**src/mask_bank_consts.vh**
```
`ifndef MASK_BANK_CONSTS_VH
`define MASK_BANK_CONSTS_VH
// ------------------------------------------------------------
// Register offsets
// ------------------------------------------------------------
`define OFS_UPPER_PIN_TRIG 8'h48
`define OFS_RAIL_PAIR_A 8'h49
`define OFS_RAIL_PAIR_B 8'h4a
// ------------------------------------------------------------
// Field positions, rail pair registers (per nibble)
// ------------------------------------------------------------
`define POS_OV 0
`define POS_UV 1
`define POS_RSVD_NIB 2
`define POS_ILIM 3
`define POS_HI_NIBBLE 4
// ------------------------------------------------------------
// Field positions, upper pin trigger register
// ------------------------------------------------------------
`define POS_P9_BLOCK 0
`define POS_P9_LEVEL 1
`define POS_P10_BLOCK 2
`define POS_P10_LEVEL 3
// ------------------------------------------------------------
// Reset values, before the non-volatile load
// ------------------------------------------------------------
`define RST_RAIL_PAIR 8'h00
`define RST_UPPER_PIN 8'h00
`endif

```
**src/pin_trigger_gate.v**
```verilog
`timescale 1ns/1ps
// Masks one pin trigger and forces a chosen level while masked
module pin_trigger_gate (
   trigger_in,
   block,
   forced_level,
   trigger_out
);
   input wire trigger_in;
   input wire block;
   input wire forced_level;
   output wire trigger_out;

   // ---------------------------------------------------------
   // Gate
   // ---------------------------------------------------------
   // Pass when clear, forced level when blocked
   assign trigger_out = block ? forced_level : trigger_in;
endmodule // pin_trigger_gate

```
**src/regulator_fault_irq_mask_bank.v**
```verilog
`timescale 1ns/1ps
`include "mask_bank_consts.vh"
// Overview of operation
// Pin nine/ten trigger passes when block bit 0, blocked when 1.
// Blocked trigger shows its forced level bit: 0 gives 0, 1 gives 1.
// All mask and level bits load their start value from non-volatile memory.
// Current-limit mask bit 0 lets interrupt through, 1 suppresses it.
// Under-voltage mask bit 0 lets interrupt through, 1 suppresses it.
// Over-voltage mask bit 0 lets interrupt through, 1 suppresses it.
// Higher rail in bits 7:4, lower in 3:0; ilim, rsvd, uv, ov.
// Reserved bits are plain storage, read zero until written; an NVM load also sets them.
module regulator_fault_irq_mask_bank (
   input wire clk,
   input wire rst_n,
   // Register port of the serial control interface
   input wire [7:0] reg_addr,
   input wire reg_wr,
   input wire [7:0] reg_wdata,
   output wire [7:0] reg_rdata,
   output wire reg_hit,
   // Non-volatile defaults, one load pulse
   input wire nvm_load,
   input wire [7:0] nvm_rail_pair_a,
   input wire [7:0] nvm_rail_pair_b,
   input wire [7:0] nvm_upper_pin,
   // Raw monitor events, rails one to four
   input wire [3:0] rail_current_event,
   input wire [3:0] rail_undervolt_event,
   input wire [3:0] rail_overvolt_event,
   // Gated events to the interrupt status logic
   output wire [3:0] rail_current_irq,
   output wire [3:0] rail_undervolt_irq,
   output wire [3:0] rail_overvolt_irq,
   // Pin nine and ten state-machine triggers
   input wire pin_nine_trigger_in,
   input wire pin_ten_trigger_in,
   output wire pin_nine_trigger_out,
   output wire pin_ten_trigger_out
);

   // ---------------------------------------------------------
   // Storage
   // ---------------------------------------------------------
   reg [7:0] rail_pair_a_fault_irq_mask_q;
   reg [7:0] rail_pair_b_fault_irq_mask_q;
   reg [7:0] upper_pin_trigger_mask_q;
   reg [7:0] rail_pair_a_fault_irq_mask_d;
   reg [7:0] rail_pair_b_fault_irq_mask_d;
   reg [7:0] upper_pin_trigger_mask_d;
   reg [7:0] rdata_d;
   wire [7:0] pin_mask_w;

   // Register selects, shared by write, read and hit logic
   wire sel_rail_pair_a;
   wire sel_rail_pair_b;
   wire sel_upper_pin;

   // Named mask fields of rail pair A, rails one and two
   wire rail_one_current_irq_block;
   wire rail_one_undervolt_irq_block;
   wire rail_one_overvolt_irq_block;
   wire rail_two_current_irq_block;
   wire rail_two_undervolt_irq_block;
   wire rail_two_overvolt_irq_block;

   // Named mask fields of rail pair B, rails three and four
   wire rail_three_current_irq_block;
   wire rail_three_undervolt_irq_block;
   wire rail_three_overvolt_irq_block;
   wire rail_four_current_irq_block;
   wire rail_four_undervolt_irq_block;
   wire rail_four_overvolt_irq_block;

   // Named pin trigger fields
   wire pin_nine_trigger_block;
   wire pin_nine_trigger_forced_level;
   wire pin_ten_trigger_block;
   wire pin_ten_trigger_forced_level;

   // Nibble field extract, used for every rail
   function get_bit;
      input [7:0] reg_value;
      input hi;
      input [1:0] pos;
      begin
         get_bit = reg_value[{hi, pos}];
      end
   endfunction

   // ---------------------------------------------------------
   // Address decode
   // ---------------------------------------------------------
   // Full compare on purpose: aliases would let stray writes land
   assign sel_rail_pair_a = (reg_addr == `OFS_RAIL_PAIR_A);
   assign sel_rail_pair_b = (reg_addr == `OFS_RAIL_PAIR_B);
   assign sel_upper_pin = (reg_addr == `OFS_UPPER_PIN_TRIG);

   // ---------------------------------------------------------
   // Next register values
   // ---------------------------------------------------------
   // NVM load wins over a software write in the same cycle, so
   // the device always comes up with the programmed defaults.
   always @* begin
      rail_pair_a_fault_irq_mask_d = rail_pair_a_fault_irq_mask_q;
      rail_pair_b_fault_irq_mask_d = rail_pair_b_fault_irq_mask_q;
      upper_pin_trigger_mask_d = upper_pin_trigger_mask_q;
      if (nvm_load) begin
         rail_pair_a_fault_irq_mask_d = nvm_rail_pair_a;
         rail_pair_b_fault_irq_mask_d = nvm_rail_pair_b;
         upper_pin_trigger_mask_d = nvm_upper_pin;
      end else if (reg_wr) begin
         // Reserved bits kept as plain storage, no write mask
         if (sel_rail_pair_a) begin
            rail_pair_a_fault_irq_mask_d = reg_wdata;
         end
         if (sel_rail_pair_b) begin
            rail_pair_b_fault_irq_mask_d = reg_wdata;
         end
         if (sel_upper_pin) begin
            upper_pin_trigger_mask_d = reg_wdata;
         end
      end
   end

   // ---------------------------------------------------------
   // Register flops
   // ---------------------------------------------------------
   // Reserved bits clear at reset so they read zero until written or loaded from NVM
   always @(posedge clk or negedge rst_n) begin
      if (!rst_n) begin
         rail_pair_a_fault_irq_mask_q <= `RST_RAIL_PAIR;
         rail_pair_b_fault_irq_mask_q <= `RST_RAIL_PAIR;
         upper_pin_trigger_mask_q <= `RST_UPPER_PIN;
      end else begin
         rail_pair_a_fault_irq_mask_q <= rail_pair_a_fault_irq_mask_d;
         rail_pair_b_fault_irq_mask_q <= rail_pair_b_fault_irq_mask_d;
         upper_pin_trigger_mask_q <= upper_pin_trigger_mask_d;
      end
   end

   // ---------------------------------------------------------
   // Read-back
   // ---------------------------------------------------------
   // Unmapped addresses read zero and drop reg_hit
   always @* begin
      rdata_d = 8'h00;
      if (sel_rail_pair_a) begin
         rdata_d = rail_pair_a_fault_irq_mask_q;
      end
      if (sel_rail_pair_b) begin
         rdata_d = rail_pair_b_fault_irq_mask_q;
      end
      if (sel_upper_pin) begin
         rdata_d = upper_pin_trigger_mask_q;
      end
   end
   assign reg_rdata = rdata_d;
   assign reg_hit = sel_rail_pair_a | sel_rail_pair_b | sel_upper_pin;

   // ---------------------------------------------------------
   // Field view
   // ---------------------------------------------------------
   // Rails one/three in the low nibble, two/four in the high one
   assign rail_one_current_irq_block =
      get_bit(rail_pair_a_fault_irq_mask_q, 1'b0, 2'd`POS_ILIM);
   assign rail_one_undervolt_irq_block =
      get_bit(rail_pair_a_fault_irq_mask_q, 1'b0, 2'd`POS_UV);
   assign rail_one_overvolt_irq_block =
      get_bit(rail_pair_a_fault_irq_mask_q, 1'b0, 2'd`POS_OV);
   assign rail_two_current_irq_block =
      get_bit(rail_pair_a_fault_irq_mask_q, 1'b1, 2'd`POS_ILIM);
   assign rail_two_undervolt_irq_block =
      get_bit(rail_pair_a_fault_irq_mask_q, 1'b1, 2'd`POS_UV);
   assign rail_two_overvolt_irq_block =
      get_bit(rail_pair_a_fault_irq_mask_q, 1'b1, 2'd`POS_OV);
   assign rail_three_current_irq_block =
      get_bit(rail_pair_b_fault_irq_mask_q, 1'b0, 2'd`POS_ILIM);
   assign rail_three_undervolt_irq_block =
      get_bit(rail_pair_b_fault_irq_mask_q, 1'b0, 2'd`POS_UV);
   assign rail_three_overvolt_irq_block =
      get_bit(rail_pair_b_fault_irq_mask_q, 1'b0, 2'd`POS_OV);
   assign rail_four_current_irq_block =
      get_bit(rail_pair_b_fault_irq_mask_q, 1'b1, 2'd`POS_ILIM);
   assign rail_four_undervolt_irq_block =
      get_bit(rail_pair_b_fault_irq_mask_q, 1'b1, 2'd`POS_UV);
   assign rail_four_overvolt_irq_block =
      get_bit(rail_pair_b_fault_irq_mask_q, 1'b1, 2'd`POS_OV);

   // Pin fields; bits 7:4 are storage only and steer nothing
   assign pin_mask_w = upper_pin_trigger_mask_q;
   assign pin_nine_trigger_block = pin_mask_w[`POS_P9_BLOCK];
   assign pin_nine_trigger_forced_level = pin_mask_w[`POS_P9_LEVEL];
   assign pin_ten_trigger_block = pin_mask_w[`POS_P10_BLOCK];
   assign pin_ten_trigger_forced_level = pin_mask_w[`POS_P10_LEVEL];

   // ---------------------------------------------------------
   // Interrupt gating
   // ---------------------------------------------------------
   // Event passes only while its mask bit is clear; the gate is
   // combinational, so an event is neither delayed nor stretched.
   // Bit 0 is rail one, bit 3 rail four.
   assign rail_current_irq = rail_current_event &
      ~{rail_four_current_irq_block, rail_three_current_irq_block,
      rail_two_current_irq_block, rail_one_current_irq_block};
   assign rail_undervolt_irq = rail_undervolt_event &
      ~{rail_four_undervolt_irq_block, rail_three_undervolt_irq_block,
      rail_two_undervolt_irq_block, rail_one_undervolt_irq_block};
   assign rail_overvolt_irq = rail_overvolt_event &
      ~{rail_four_overvolt_irq_block, rail_three_overvolt_irq_block,
      rail_two_overvolt_irq_block, rail_one_overvolt_irq_block};

   // ---------------------------------------------------------
   // Pin triggers
   // ---------------------------------------------------------
   // A masked trigger shows a fixed level, so the state machine
   // never sees a stale pin value frozen at the moment of masking
   pin_trigger_gate u_pin_nine (
      .trigger_in(pin_nine_trigger_in),
      .block(pin_nine_trigger_block),
      .forced_level(pin_nine_trigger_forced_level),
      .trigger_out(pin_nine_trigger_out)
   );
   pin_trigger_gate u_pin_ten (
      .trigger_in(pin_ten_trigger_in),
      .block(pin_ten_trigger_block),
      .forced_level(pin_ten_trigger_forced_level),
      .trigger_out(pin_ten_trigger_out)
   );
endmodule // regulator_fault_irq_mask_bank

```
**config.mk**
```make
export PLATFORM = sky130hd
export DESIGN_NAME = regulator_fault_irq_mask_bank
export DESIGN_NICKNAME = d
export VERILOG_FILES = /design/src/pin_trigger_gate.v /design/src/regulator_fault_irq_mask_bank.v
export VERILOG_INCLUDE_DIRS = /design/src
export SDC_FILE = /design/constraint.sdc
export NUM_CORES = 1
export LEC_CHECK = 0
export BUFFER_PORTS_ARGS = -buffer_cell sky130_fd_sc_hd__buf_2
export CAP_MARGIN = 30
export CORE_ASPECT_RATIO = 1.2
export CORE_MARGIN = 5
export CORE_UTILIZATION = 47
export CTS_BUF_LIST = sky130_fd_sc_hd__clkbuf_16
export CTS_CLUSTER_DIAMETER = 200
export DETAILED_ROUTE_END_ITERATION = 6
export GPL_ROUTABILITY_DRIVEN = 0
export PLACE_DENSITY_LB_ADDON = 0.1
export SLEW_MARGIN = 10
export SYNTH_ARGS = -nofsm -noshare
export SYNTH_HDL_FRONTEND = slang
export SYNTH_SLANG_ARGS = --single-unit
```
**constraint.sdc**
```tcl
create_clock -name clk -period 2.8 [get_ports clk]
set_input_delay 0.56 -clock clk [delete_from_list [all_inputs] [get_ports clk]]
set_output_delay 0.56 -clock clk [all_outputs]
set_load 0.02 [all_outputs]
```
-- Word-level counts from Yosys, hierarchy flattened
Cells that the tools add are included.
- eq/ne operators: 3
- reduce and logical (&&, ||, !) cells: 7
- bitwise logic cells: 8
- multiplexer cells: 14
- operators by type and width (cell ; count):
    two-way mux 8 bit ; 12
    == test 8 x 7 -> 1 bit (second input constant) ; 3
    bitwise AND 4 bit ; 3
    NOT 4 bit ; 3
    nonzero test 2 bit ; 4
    AND reduction 2 bit ; 3
    two-way mux 1 bit ; 2
    OR 1 bit ; 2
- word-level logic and storage cells: 35
- flip-flop bits (word level): 24

-- Depth between registers and ports, before layout
Gate-level depths: netlist (run 1).
- word-level depth: 4
- mapped depth: 6
- mapped depth without buffers: 3

-- Modules after synthesis
From an unflattened synthesis (run 1), not the netlist that was laid out.
- cells, all modules: 200
- area total of the unflattened synthesis: 1662.8 sq um
- modules (own cells, without submodules) (module ; seq. area each (sq um) ; cells each ; instances ; area an instance (sq um)):
    regulator_fault_irq_mask_bank ; 600.6 ; 198 ; 1 ; 1632.8
    pin_trigger_gate ; 0.0 ; 1 ; 2 ; 15.0

-- Least setup slack after synthesis (run 1)
No wires, ideal clock.
- path type: input-to-output
- from: in reg_addr[5]
- to: out reg_rdata[1]
- data arrival time: 2003 ps
- stages on the path: 4
- path slack: 237 ps
- buffers on the path: 1
- cell sequence: or4b_4 -> or3b_1 -> buf_6 -> nor2_1
- cells in the longest elaborated chain, start to end: 4
- elaborated cells between the ends (all ways): 6
- ends and longest elaborated chain (item ; RTL line ; source):
    start, declared ; regulator_fault_irq_mask_bank.v:16 ; input wire [7:0] reg_addr,
    == test 8 x 7 -> 1 bit (no source line) ; -- ;
    two-way mux 8 bit ; regulator_fault_irq_mask_bank.v:147 ; if (sel_rail_pair_a) begin
    two-way mux 8 bit ; regulator_fault_irq_mask_bank.v:150 ; if (sel_rail_pair_b) begin
    two-way mux 8 bit * ; regulator_fault_irq_mask_bank.v:153 ; if (sel_upper_pin) begin
    end, declared ; regulator_fault_irq_mask_bank.v:19 ; output wire [7:0] reg_rdata,
Every way passes the cells marked *; elsewhere a longest branch is shown, timed or not.

-- Worst setup path in the final report (run 1)
- from: in reg_addr[5]
- to: out reg_rdata[2]
Same word-level chain as after synthesis.

==> results of run 1 <==
how the worst max path moves through the flow:
| stage | endpoint | slack, ns | depth (start not counted) |
|---|---|---|---|
| global placement | reg_rdata[2] | 0.22 | 6 |
| global route | reg_rdata[7] | 0.12 | 6 |
| detailed placement | reg_rdata[4] | 0.20 | 6 |
| CTS | reg_rdata[2] | 0.19 | 6 |
| floorplan | reg_rdata[1] | 0.24 | 4 |
| finish | reg_rdata[2] | 0.21 | 6 |
area by class of cell:
cell class                 count  area, sq um  share of cell area
multi-input combinational    159         1040               0.469
timing repair buffer          86          445               0.201
inverter                       1         3.75             0.00169
clock inverter                 1         3.75             0.00169
tap                           39         48.8              0.0220
clock buffer                   3         75.1              0.0339
sequential                    24          601               0.271
synth_stat cells, types with 2 or more instances:
cell type | instances | area [sq um]
mux2i_1 | 8 | 80.1
o221ai_1 | 23 | 201
a2bb2oi_1 | 2 | 17.5
buf_6 | 4 | 45.0
nand2b_1 | 24 | 150
or2_2 | 6 | 37.5
buf_2 | 2 | 10.0
nor2b_1 | 22 | 138
mux2_2 | 2 | 22.5
clkbuf_1 | 9 | 33.8
nand2_1 | 54 | 203
a21oi_2 | 7 | 61.3
nor4_4 | 2 | 42.5
nor2_1 | 3 | 11.3
dfrtp_1 | 24 | 601
layer usage:
layer	track usage	share of wire	vias to the layer above	wire (um)
met5	0	0	-	0
met4	0.0560	0.011	0	55
met3	0.0398	0.087	5	419
met2	0.343	0.48	73	2320
met1	0.254	0.42	759	2000
li1	-	-	837	-
through the flow:
stage / power [uW] / util / hold WS [ns] / cell area [sq um]
after global routing: 983 / 0.615 / 0.329 / 2220
final: 937 / 0.615 / 0.286 / 2220
after CTS: 942 / 0.615 / 0.308 / 2220
after floorplan: 538 / - / 0.264 / 1740
after global placement: 622 / 0.593 / 0.575 / 2140
after detailed placement: 625 / 0.593 / 0.577 / 2140
kinds of logic after synthesis:
kind of cell / Yosys count
AO/OA/AOI/OAI: 33
buffers and inverters: 17
flip-flops: 24
multiplexers: 10
AND/OR/NAND/NOR: 116
power breakdown:
part	total, uW	internal, uW	switching (uW)
Clock	320	191	129
Combinational	216	103	113
Sequential	401	378	22.7
registers in the layout, indices dropped and copies added, names as in the netlist:
signal and count:
pin_mask_w 8, rail_pair_a_fault_irq_mask_q 8, rail_pair_b_fault_irq_mask_q 8
worst reg2reg max path: cells and delay by family, from the launching register on:
kind | cells | cell delay [ns]
AOI/OAI and AO/OA | 1 | 0.11
DFF | 1 | 0.42
and+or+nand+nor | 1 | 0.09
==> results_dict.tcl, run 1 <==
set metrics [dict create \
    start_util 0.482 \
    hp-class "primary input to asynchronous set/reset pin" \
    cp.arrival_ns 2.03 \
    clock.fmax_ghz 0.385 \
    path_cells "buf_2, or4b_4, or3b_1, buf_4, a21oi_2, buf_2" \
    clk_latency_ns 0.26 \
    ys_warn_count 0 \
    synth_cell_types 23 \
    post-place-ws_ns 0.201 \
    layout_commonest_cell "buf_2" \
    fin_skew_ns 0 \
    ys_seq_area_frac 0.346 \
    cpMaxStageDelayCell "or4b_4" \
    antennaDiodeCount 0 \
    final_cell_count_no_fill 313 \
    layout_setup_ws_ns 0.205 \
    ctsHoldBuffers 0 \
    cts_made_buffers 3 \
    worstSetupPathType "primary input to output port" \
    fillCellCount 360 \
    grt_pass1_vias 1632 \
    crit_start "reg_addr[5]" \
    vias_per_cell 5.35 \
    clk_pin_slew_ns 0.06 \
    ff2ff_setup_slack_ns 2.02 \
    synthCells 200 \
    endpoint_kind "output port" \
    drt_iter0_markers 65 \
    slew_headroom 0.398 \
    io_pins 81 \
    grt.overflow.total 0 \
    yosys.area_share.simple 0.370 \
    cts_buffer_depth 2 \
    worstMarginPinSlew_ns 0.902 \
    cts_resized 0 \
    synthAdderAreaFrac 0 \
    final_nets 333 \
    synth_mux_area_frac 0.0591 \
    die_h_um 76.6 \
    p_leak_uw 0.00103 \
    htreeDepth 1 \
    routed_wl_mm 4.79 \
    synth_top_family_by_area "simple AND/OR/NAND/NOR gates" \
    syn-num-nets 258 \
    setup_viol 0 \
    mostFrequentLayoutCells "80 x buf_2, 54 x nand2_1, 24 x nand2b_1, 24 x dfrtp_1, 23 x o221ai_1" \
    synth_xor_area_frac 0 \
    root_buffer "clkbuf_16" \
    path_max_fanout 9 \
    synthFlopType "dfrtp_1" \
    required_ns 2.24 \
    hpwl_mm 3.48 \
    io_buffer_count 80 \
    start_kind "primary input" \
    outcome "complete, no violations" \
    r2r-start "pin_mask_w[0]" \
    detailroute.via_count 1674 \
    drc 0 \
    cpLargestDelayFamily "simple AND/OR/NAND/NOR gates" \
    synth-seq-cells 24 \
    rsz0062_at_grt "no" \
    postRouteAntennaNets 0 \
    ir_worst_vdd_mv 0.301 \
    synth-async-reset-ratio 1.00 \
    postCtsSetupBuffers 0 \
    area_growth_pct 27.7 \
    drv_cap 0 \
    antenna_found_initial 0 \
    report.final.slew_viol_count 0 \
    slowest_delay_ns 0.52 \
    fin_crit_sh 0.927 \
    cts.sinks 24 \
    grt_usage 0.201 \
    drt-wirelength-per-cell_um 15.3 \
    synth_edf_count 0 \
    coreArea_sq_um 3600 \
    dieArea_sq_um 5020 \
    synth.avg_cell_area_sq_um 8.68 \
    hold_viol 0 \
    grt_start_max_net_pins 30 \
    dp.cells 309 \
    die_w_um 65.5 \
    r2r_cells 2 \
    critPathBufInv 3 \
    powerDensity_nw_per_um2 423 \
    cpMostUsedCell "buf_2" \
    layout_min_cycle_time_ns 2.59 \
    synth_compound_area_frac 0.170 \
    syn_area_sq_um 1740 \
    grt_first_pass_wirelength_mm 7.92 \
    tns_ns 0 \
    drive_gt1_frac 0.398 \
    dr.pass1.iters 4 \
    cts_tree "built" \
    fp-row-count 24 \
    r2r-end "pin_mask_w[0]" \
]
No activity file was read; power rests on OpenSTA's default activity.
==> inputs of run 2 (changes only) <==
Settings changed: CORE_UTILIZATION 47 to 35, PLACE_DENSITY set to 0.67, PLACE_DENSITY_LB_ADDON 0.1 to not set.
==> run 2 against run 1 <==
  * Design area up 1.0%
  * Combinational power is essentially flat
  * Via count fell by 1.3%
  * Flip-flop and latch count unchanged
  * Global-route usage is 4.3 points lower
  * Worst setup slack got worse by 0.086 ns
  * Critical path type unchanged
  * Routed wire length is 4.0% higher
  * Clock skew did not move
  * Power decreased by 0.79%
  * First-iteration DRC count decreased by 1.5%
==> results_dict.tcl, run 2 (synthesized netlist as in run 1, its figures left out) <==
set metrics [dict create \
    endpoint_kind "output port" \
    io_pins 81 \
    cts_tree "built" \
    path_cells "buf_2, or4b_4, or3b_1, buf_4, a21oi_2, buf_2" \
    path_max_fanout 8 \
    dpl-instance-area_sq_um 2160 \
    r2r_cells 2 \
    report.final.slew_viol_count 0 \
    routed_wl_mm 4.98 \
    layout_min_cycle_time_ns 2.68 \
    htreeDepth 1 \
    area_growth_pct 29.0 \
    slowest_delay_ns 0.52 \
    hp-class "primary input to asynchronous set/reset pin" \
    wl_met1_mm 2.21 \
    rsz0062_at_grt "no" \
    worstMarginPinSlew_ns 0.889 \
    detailroute.via_count 1653 \
    drc 0 \
    die_h_um 87.2 \
    powerDensity_nw_per_um2 415 \
    clock.fmax_ghz 0.373 \
    cp-endpoint "reg_rdata[6]" \
    start_kind "primary input" \
    fin_crit_sh 0.957 \
    mostFrequentLayoutCells "80 x buf_2, 54 x nand2_1, 24 x nand2b_1, 24 x dfrtp_1, 23 x o221ai_1" \
    r2r-start "pin_mask_w[3]" \
    fin_util 0.460 \
    post-place-ws_ns 0.118 \
    cts.sinks 24 \
    final_nets 333 \
    setup_viol 0 \
    ff2ff_setup_slack_ns 2.03 \
    clk_pin_slew_ns 0.07 \
    fin_skew_ns 0 \
    required_ns 2.24 \
    grt.overflow.total 0 \
    grt_usage 0.158 \
    drt_iter0_markers 64 \
    cts_buffer_depth 2 \
    start_util 0.357 \
    antennaDiodeCount 0 \
    layout_setup_ws_ns 0.119 \
    ctsHoldBuffers 0 \
    ir_worst_vdd_mv 0.254 \
    io_buffer_count 80 \
    critPathBufInv 3 \
    grt_first_pass_wirelength_mm 8.02 \
    clk_latency_ns 0.25 \
    root_buffer "clkbuf_16" \
    cpMaxStageDelayCell "or4b_4" \
    dr.pass1.iters 4 \
    worstSetupPathDepth 6 \
    drv_cap 0 \
    drive_gt1_frac 0.399 \
    layout_commonest_cell "buf_2" \
    postRouteAntennaNets 0 \
    postCtsSetupBuffers 0 \
    fp-row-count 28 \
    cpLargestDelayFamily "simple AND/OR/NAND/NOR gates" \
    cts_resized 0 \
    slew_headroom 0.407 \
    crit_start "reg_addr[5]" \
    hpwl_mm 3.66 \
    grt_pass1_vias 1653 \
    vias_per_cell 4.96 \
    tns_ns 0 \
    antenna_found_initial 0 \
    p_leak_uw 0.00103 \
    dieArea_sq_um 6480 \
    drt-wirelength-per-cell_um 15.0 \
    grt_start_max_net_pins 43 \
    wl_met3_um 310 \
    cts_made_buffers 3 \
    outcome "complete, no violations" \
    cpMostUsedCell "buf_2" \
    routed-wl-met2_mm 2.44 \
    die_w_um 74.3 \
    hold_viol 0 \
    top_layer_used "met4" \
    r2r-end "pin_mask_w[3]" \
    design_area_sq_um 2240 \
    dp.cells 330 \
    coreArea_sq_um 4870 \
    cp.arrival_ns 2.12 \
    worstSetupPathType "primary input to output port" \
    final_cell_count_no_fill 333 \
]
-- run 2: changes by cell type in the layout (fill, tap and decap cells not counted) --
cell	previous run	this run
clkinv_1	1	0
-- run 2: how the worst min path moves through the flow --
stage,cells after the start,from,endpoint
after floorplan,0,rst_n,pin_mask_w[0]
after global placement,2,rail_pair_b_fault_irq_mask_q[2],rail_pair_b_fault_irq_mask_q[2]
after detailed placement,2,rail_pair_b_fault_irq_mask_q[6],rail_pair_b_fault_irq_mask_q[6]
after CTS,1,rst_n,pin_mask_w[3]
after global routing,1,rst_n,pin_mask_w[3]
final,1,rst_n,pin_mask_w[3]
-- run 2: layer usage --
| metal | global-route usage | vias up |
|---|---|---|
| met5 | 0 | - |
| met4 | 0.0291 | 0 |
| met3 | 0.0219 | 2 |
| met2 | 0.265 | 46 |
| met1 | 0.218 | 763 |
| li1 | - | 842 |
-- run 2: stage by stage --
stage / hold slack (ns) / power (uW)
finish: 0.290 / 929
floorplan: 0.264 / 538
global route: 0.333 / 981
detailed placement: 0.578 / 627
global placement: 0.571 / 624
CTS: 0.314 / 934
-- run 2: where the power goes --
part | leakage, uW | switching (uW) | internal (uW) | total [uW]
clock network | 0.0000370 | 123 | 189 | 312
registers | 0.000292 | 23.6 | 378 | 402
logic | 0.000696 | 113 | 103 | 216
total | 0.00103 | 259 | 670 | 929
-- run 2: area by class of cell --
type / count / area [sq um]
Timing Repair Buffer: 86 / 445
Tap cell: 60 / 75.1
Multi-Input combinational cell: 159 / 1040
Sequential cell: 24 / 601
Inverter: 1 / 3.75
Clock buffer: 3 / 75.1
Fill cell: 530 / 2630
==> inputs of run 3 (changes only) <==
Settings changed: PLACE_DENSITY 0.67 to 0.68, SYNTH_HIERARCHICAL set to 1.
==> run 3 against run 2 <==
  * Global-route usage rose by 0.48 points
  * Utilization grew 1.1 points
  * Sequential share of layout area rose by 0.93 points
  * Clock power barely moved
  * Sequential power about the same
  * Critical path type unchanged
  * Largest power group unchanged
==> results_dict.tcl, run 3 <==
set metrics [dict create \
    swShare 0.282 \
    dr.pass1.iters 4 \
    drv_cap 0 \
    p_sw_uw 263 \
    synth.area.top_cells "dfrtp_1 36%, o311ai_1 13%, nand4_1 9.0%" \
    hpwl_mm 3.79 \
    vias_per_cell 5.19 \
    postCtsSetupBuffers 0 \
    synth.avg_cell_area_sq_um 8.31 \
    powerDensity_nw_per_um2 431 \
    cp.arrival_ns 1.64 \
    synth-async-reset-ratio 1.00 \
    tns_ns 0 \
    fin_skew_ns 0 \
    fp-row-count 27 \
    syn-num-nets 258 \
    synth-seq-cells 24 \
    start_util 0.362 \
    area_growth_pct 30.2 \
    coreArea_sq_um 4590 \
    cpMostUsedCell "buf_2" \
    p_leak_uw 0.00109 \
    postRouteAntennaNets 0 \
    drt_iter0_markers 96 \
    synth_cell_types 20 \
    die_w_um 72.9 \
    rsz0062_at_grt "no" \
    ctsHoldBuffers 0 \
    r2r-start "pin_mask_w[2]" \
    cts_made_buffers 3 \
    drive_gt1_frac 0.363 \
    ys_warn_count 6 \
    clk_latency_ns 0.26 \
    synth_edf_count 0 \
    dieArea_sq_um 6240 \
    grt_pass1_vias 1689 \
    clk_pin_slew_ns 0.06 \
    drc 0 \
    post-synth-top-count-cell "nand2_1" \
    clock.fmax_ghz 0.455 \
    io_buffer_count 80 \
    layout_commonest_cell "buf_2" \
    start_kind "primary input" \
    ir_worst_vdd_mv 0.187 \
    setup_viol 0 \
    routed_wl_mm 4.96 \
    hp-class "primary input to asynchronous set/reset pin" \
    antennaDiodeCount 0 \
    netlist.area_leader.share 0.361 \
    cts_tree "built" \
    syn_area_sq_um 1660 \
    cts_resized 0 \
    report.final.slew_viol_count 0 \
    endpoint_kind "output port" \
    crit_start "reg_addr[5]" \
    hold_viol 0 \
    synthTopCellsByCount "29 x nand2_1, 24 x dfrtp_1, 24 x inv_1, 24 x nand4_1, 24 x o311ai_1" \
    worstSetupPathType "primary input to output port" \
    synth_largest_area_cell "dfrtp_1" \
    grt_usage 0.163 \
    ys_seq_area_frac 0.361 \
    outcome "complete, no violations" \
    layout_min_cycle_time_ns 2.20 \
    p_comb_frac 0.231 \
    fin_crit_sh 0.784 \
    fillCellCount 477 \
    cts.sinks 24 \
    grt_first_pass_wirelength_mm 8.07 \
    drt-wirelength-per-cell_um 15.1 \
    synthFlopType "dfrtp_1" \
    detailroute.via_count 1702 \
    io_pins 81 \
    clock_power_share 0.335 \
    antenna_found_initial 0 \
    slowest_delay_ns 0.34 \
    mostFrequentLayoutCells "80 x buf_2, 29 x nand2_1" \
    slew_headroom 0.517 \
    cts_buffer_depth 2 \
    die_h_um 85.5 \
    seqPwrFrac 0.433 \
    cpMaxStageDelayCell "nor4b_4" \
    htreeDepth 1 \
    p_int_uw 669 \
    worstMarginPinSlew_ns 0.724 \
    synthCells 200 \
    grt_start_max_net_pins 44 \
    required_ns 2.24 \
    whs_ns 0.287 \
    path_max_fanout 9 \
    path_cells "buf_2, nor4b_4, nand3b_2, a21oi_1, buf_2" \
    root_buffer "clkbuf_16" \
    grt.overflow.total 0 \
    final_nets 329 \
]
[run 3: cell types whose count changed in the layout (fill, tap and decap cells not counted), moves of 3 or more]
cell	before	now
and3_1	0	3
nand2_1	54	29
inv_1	1	24
a21oi_2	7	0
a21oi_1	0	6
o221ai_1	23	0
nand4_1	0	24
o311ai_1	0	24
nand2b_1	24	0
[run 3: path summary, 6_finish.rpt]
kind                       slack [ns]  cells past startpoint                              end
setup / recovery                 0.60                      5                     reg_rdata[6]
min in group clk                 0.52                      3  rail_pair_b_fault_irq_mask_q[5]
hold / removal                   0.29                      1                    pin_mask_w[1]
setup reg to reg                 1.98                      2                    pin_mask_w[2]
hold reg to reg                  0.57                      2                    pin_mask_w[4]
max in group asynchronous        2.14                      1  rail_pair_b_fault_irq_mask_q[3]
[run 3: worst max-delay path, delay by kind of cell]
family          cells  cell delay (ns)
simple gates        2             0.58
buf+inv             2             0.30
compound gates      1             0.19
[run 3: power by group through the flow]
stage / logic [uW] / registers [uW] / clock network [uW]
detailed placement: 217 / 411 / 0
global route: 241 / 408 / 331
finish: 216 / 404 / 313
floorplan: 136 / 401 / 0
global placement: 214 / 410 / 0
CTS: 218 / 404 / 319
[run 3: through the flow]
step	area [sq um]	utilization	std cells	setup slack, ns	total power [uW]
floorplan	1660	-	200	0.674	537
global placement	2090	0.454	324	0.619	624
detailed placement	2090	0.454	324	0.592	628
CTS	2160	0.471	328	0.591	941
global route	2160	0.471	328	0.481	980
finish	2160	0.471	328	0.604	933
[run 3: layout make-up]
type / count / area, sq um / share of cell area
Multi-Input combinational cell: 133 / 885 / 0.409
Sequential cell: 24 / 601 / 0.277
Clock inverter: 1 / 3.75 / 0.00173
Timing Repair Buffer: 85 / 438 / 0.202
Tap cell: 58 / 72.6 / 0.0335
Clock buffer: 3 / 75.1 / 0.0347
Inverter: 24 / 90.1 / 0.0416
[run 3: layer usage]
layer	GRT usage	vias up	part of all wire
met4	0.0554	0	0.014
met3	0.0305	4	0.066
met2	0.261	56	0.49
met1	0.219	784	0.43
li1	-	858	-
met5	0	-	0
[run 3: kinds of logic (layout without fill, tap and decap cells)]
family / after synthesis / count (layout) / share of synthesized area
AND/OR/NAND/NOR: 90 / 90 / 0.305
multiplexers: 10 / 10 / 0.0662
flip-flops: 24 / 24 / 0.361
AO/OA/AOI/OAI: 33 / 33 / 0.160
buffers and inverters: 43 / 113 / 0.107
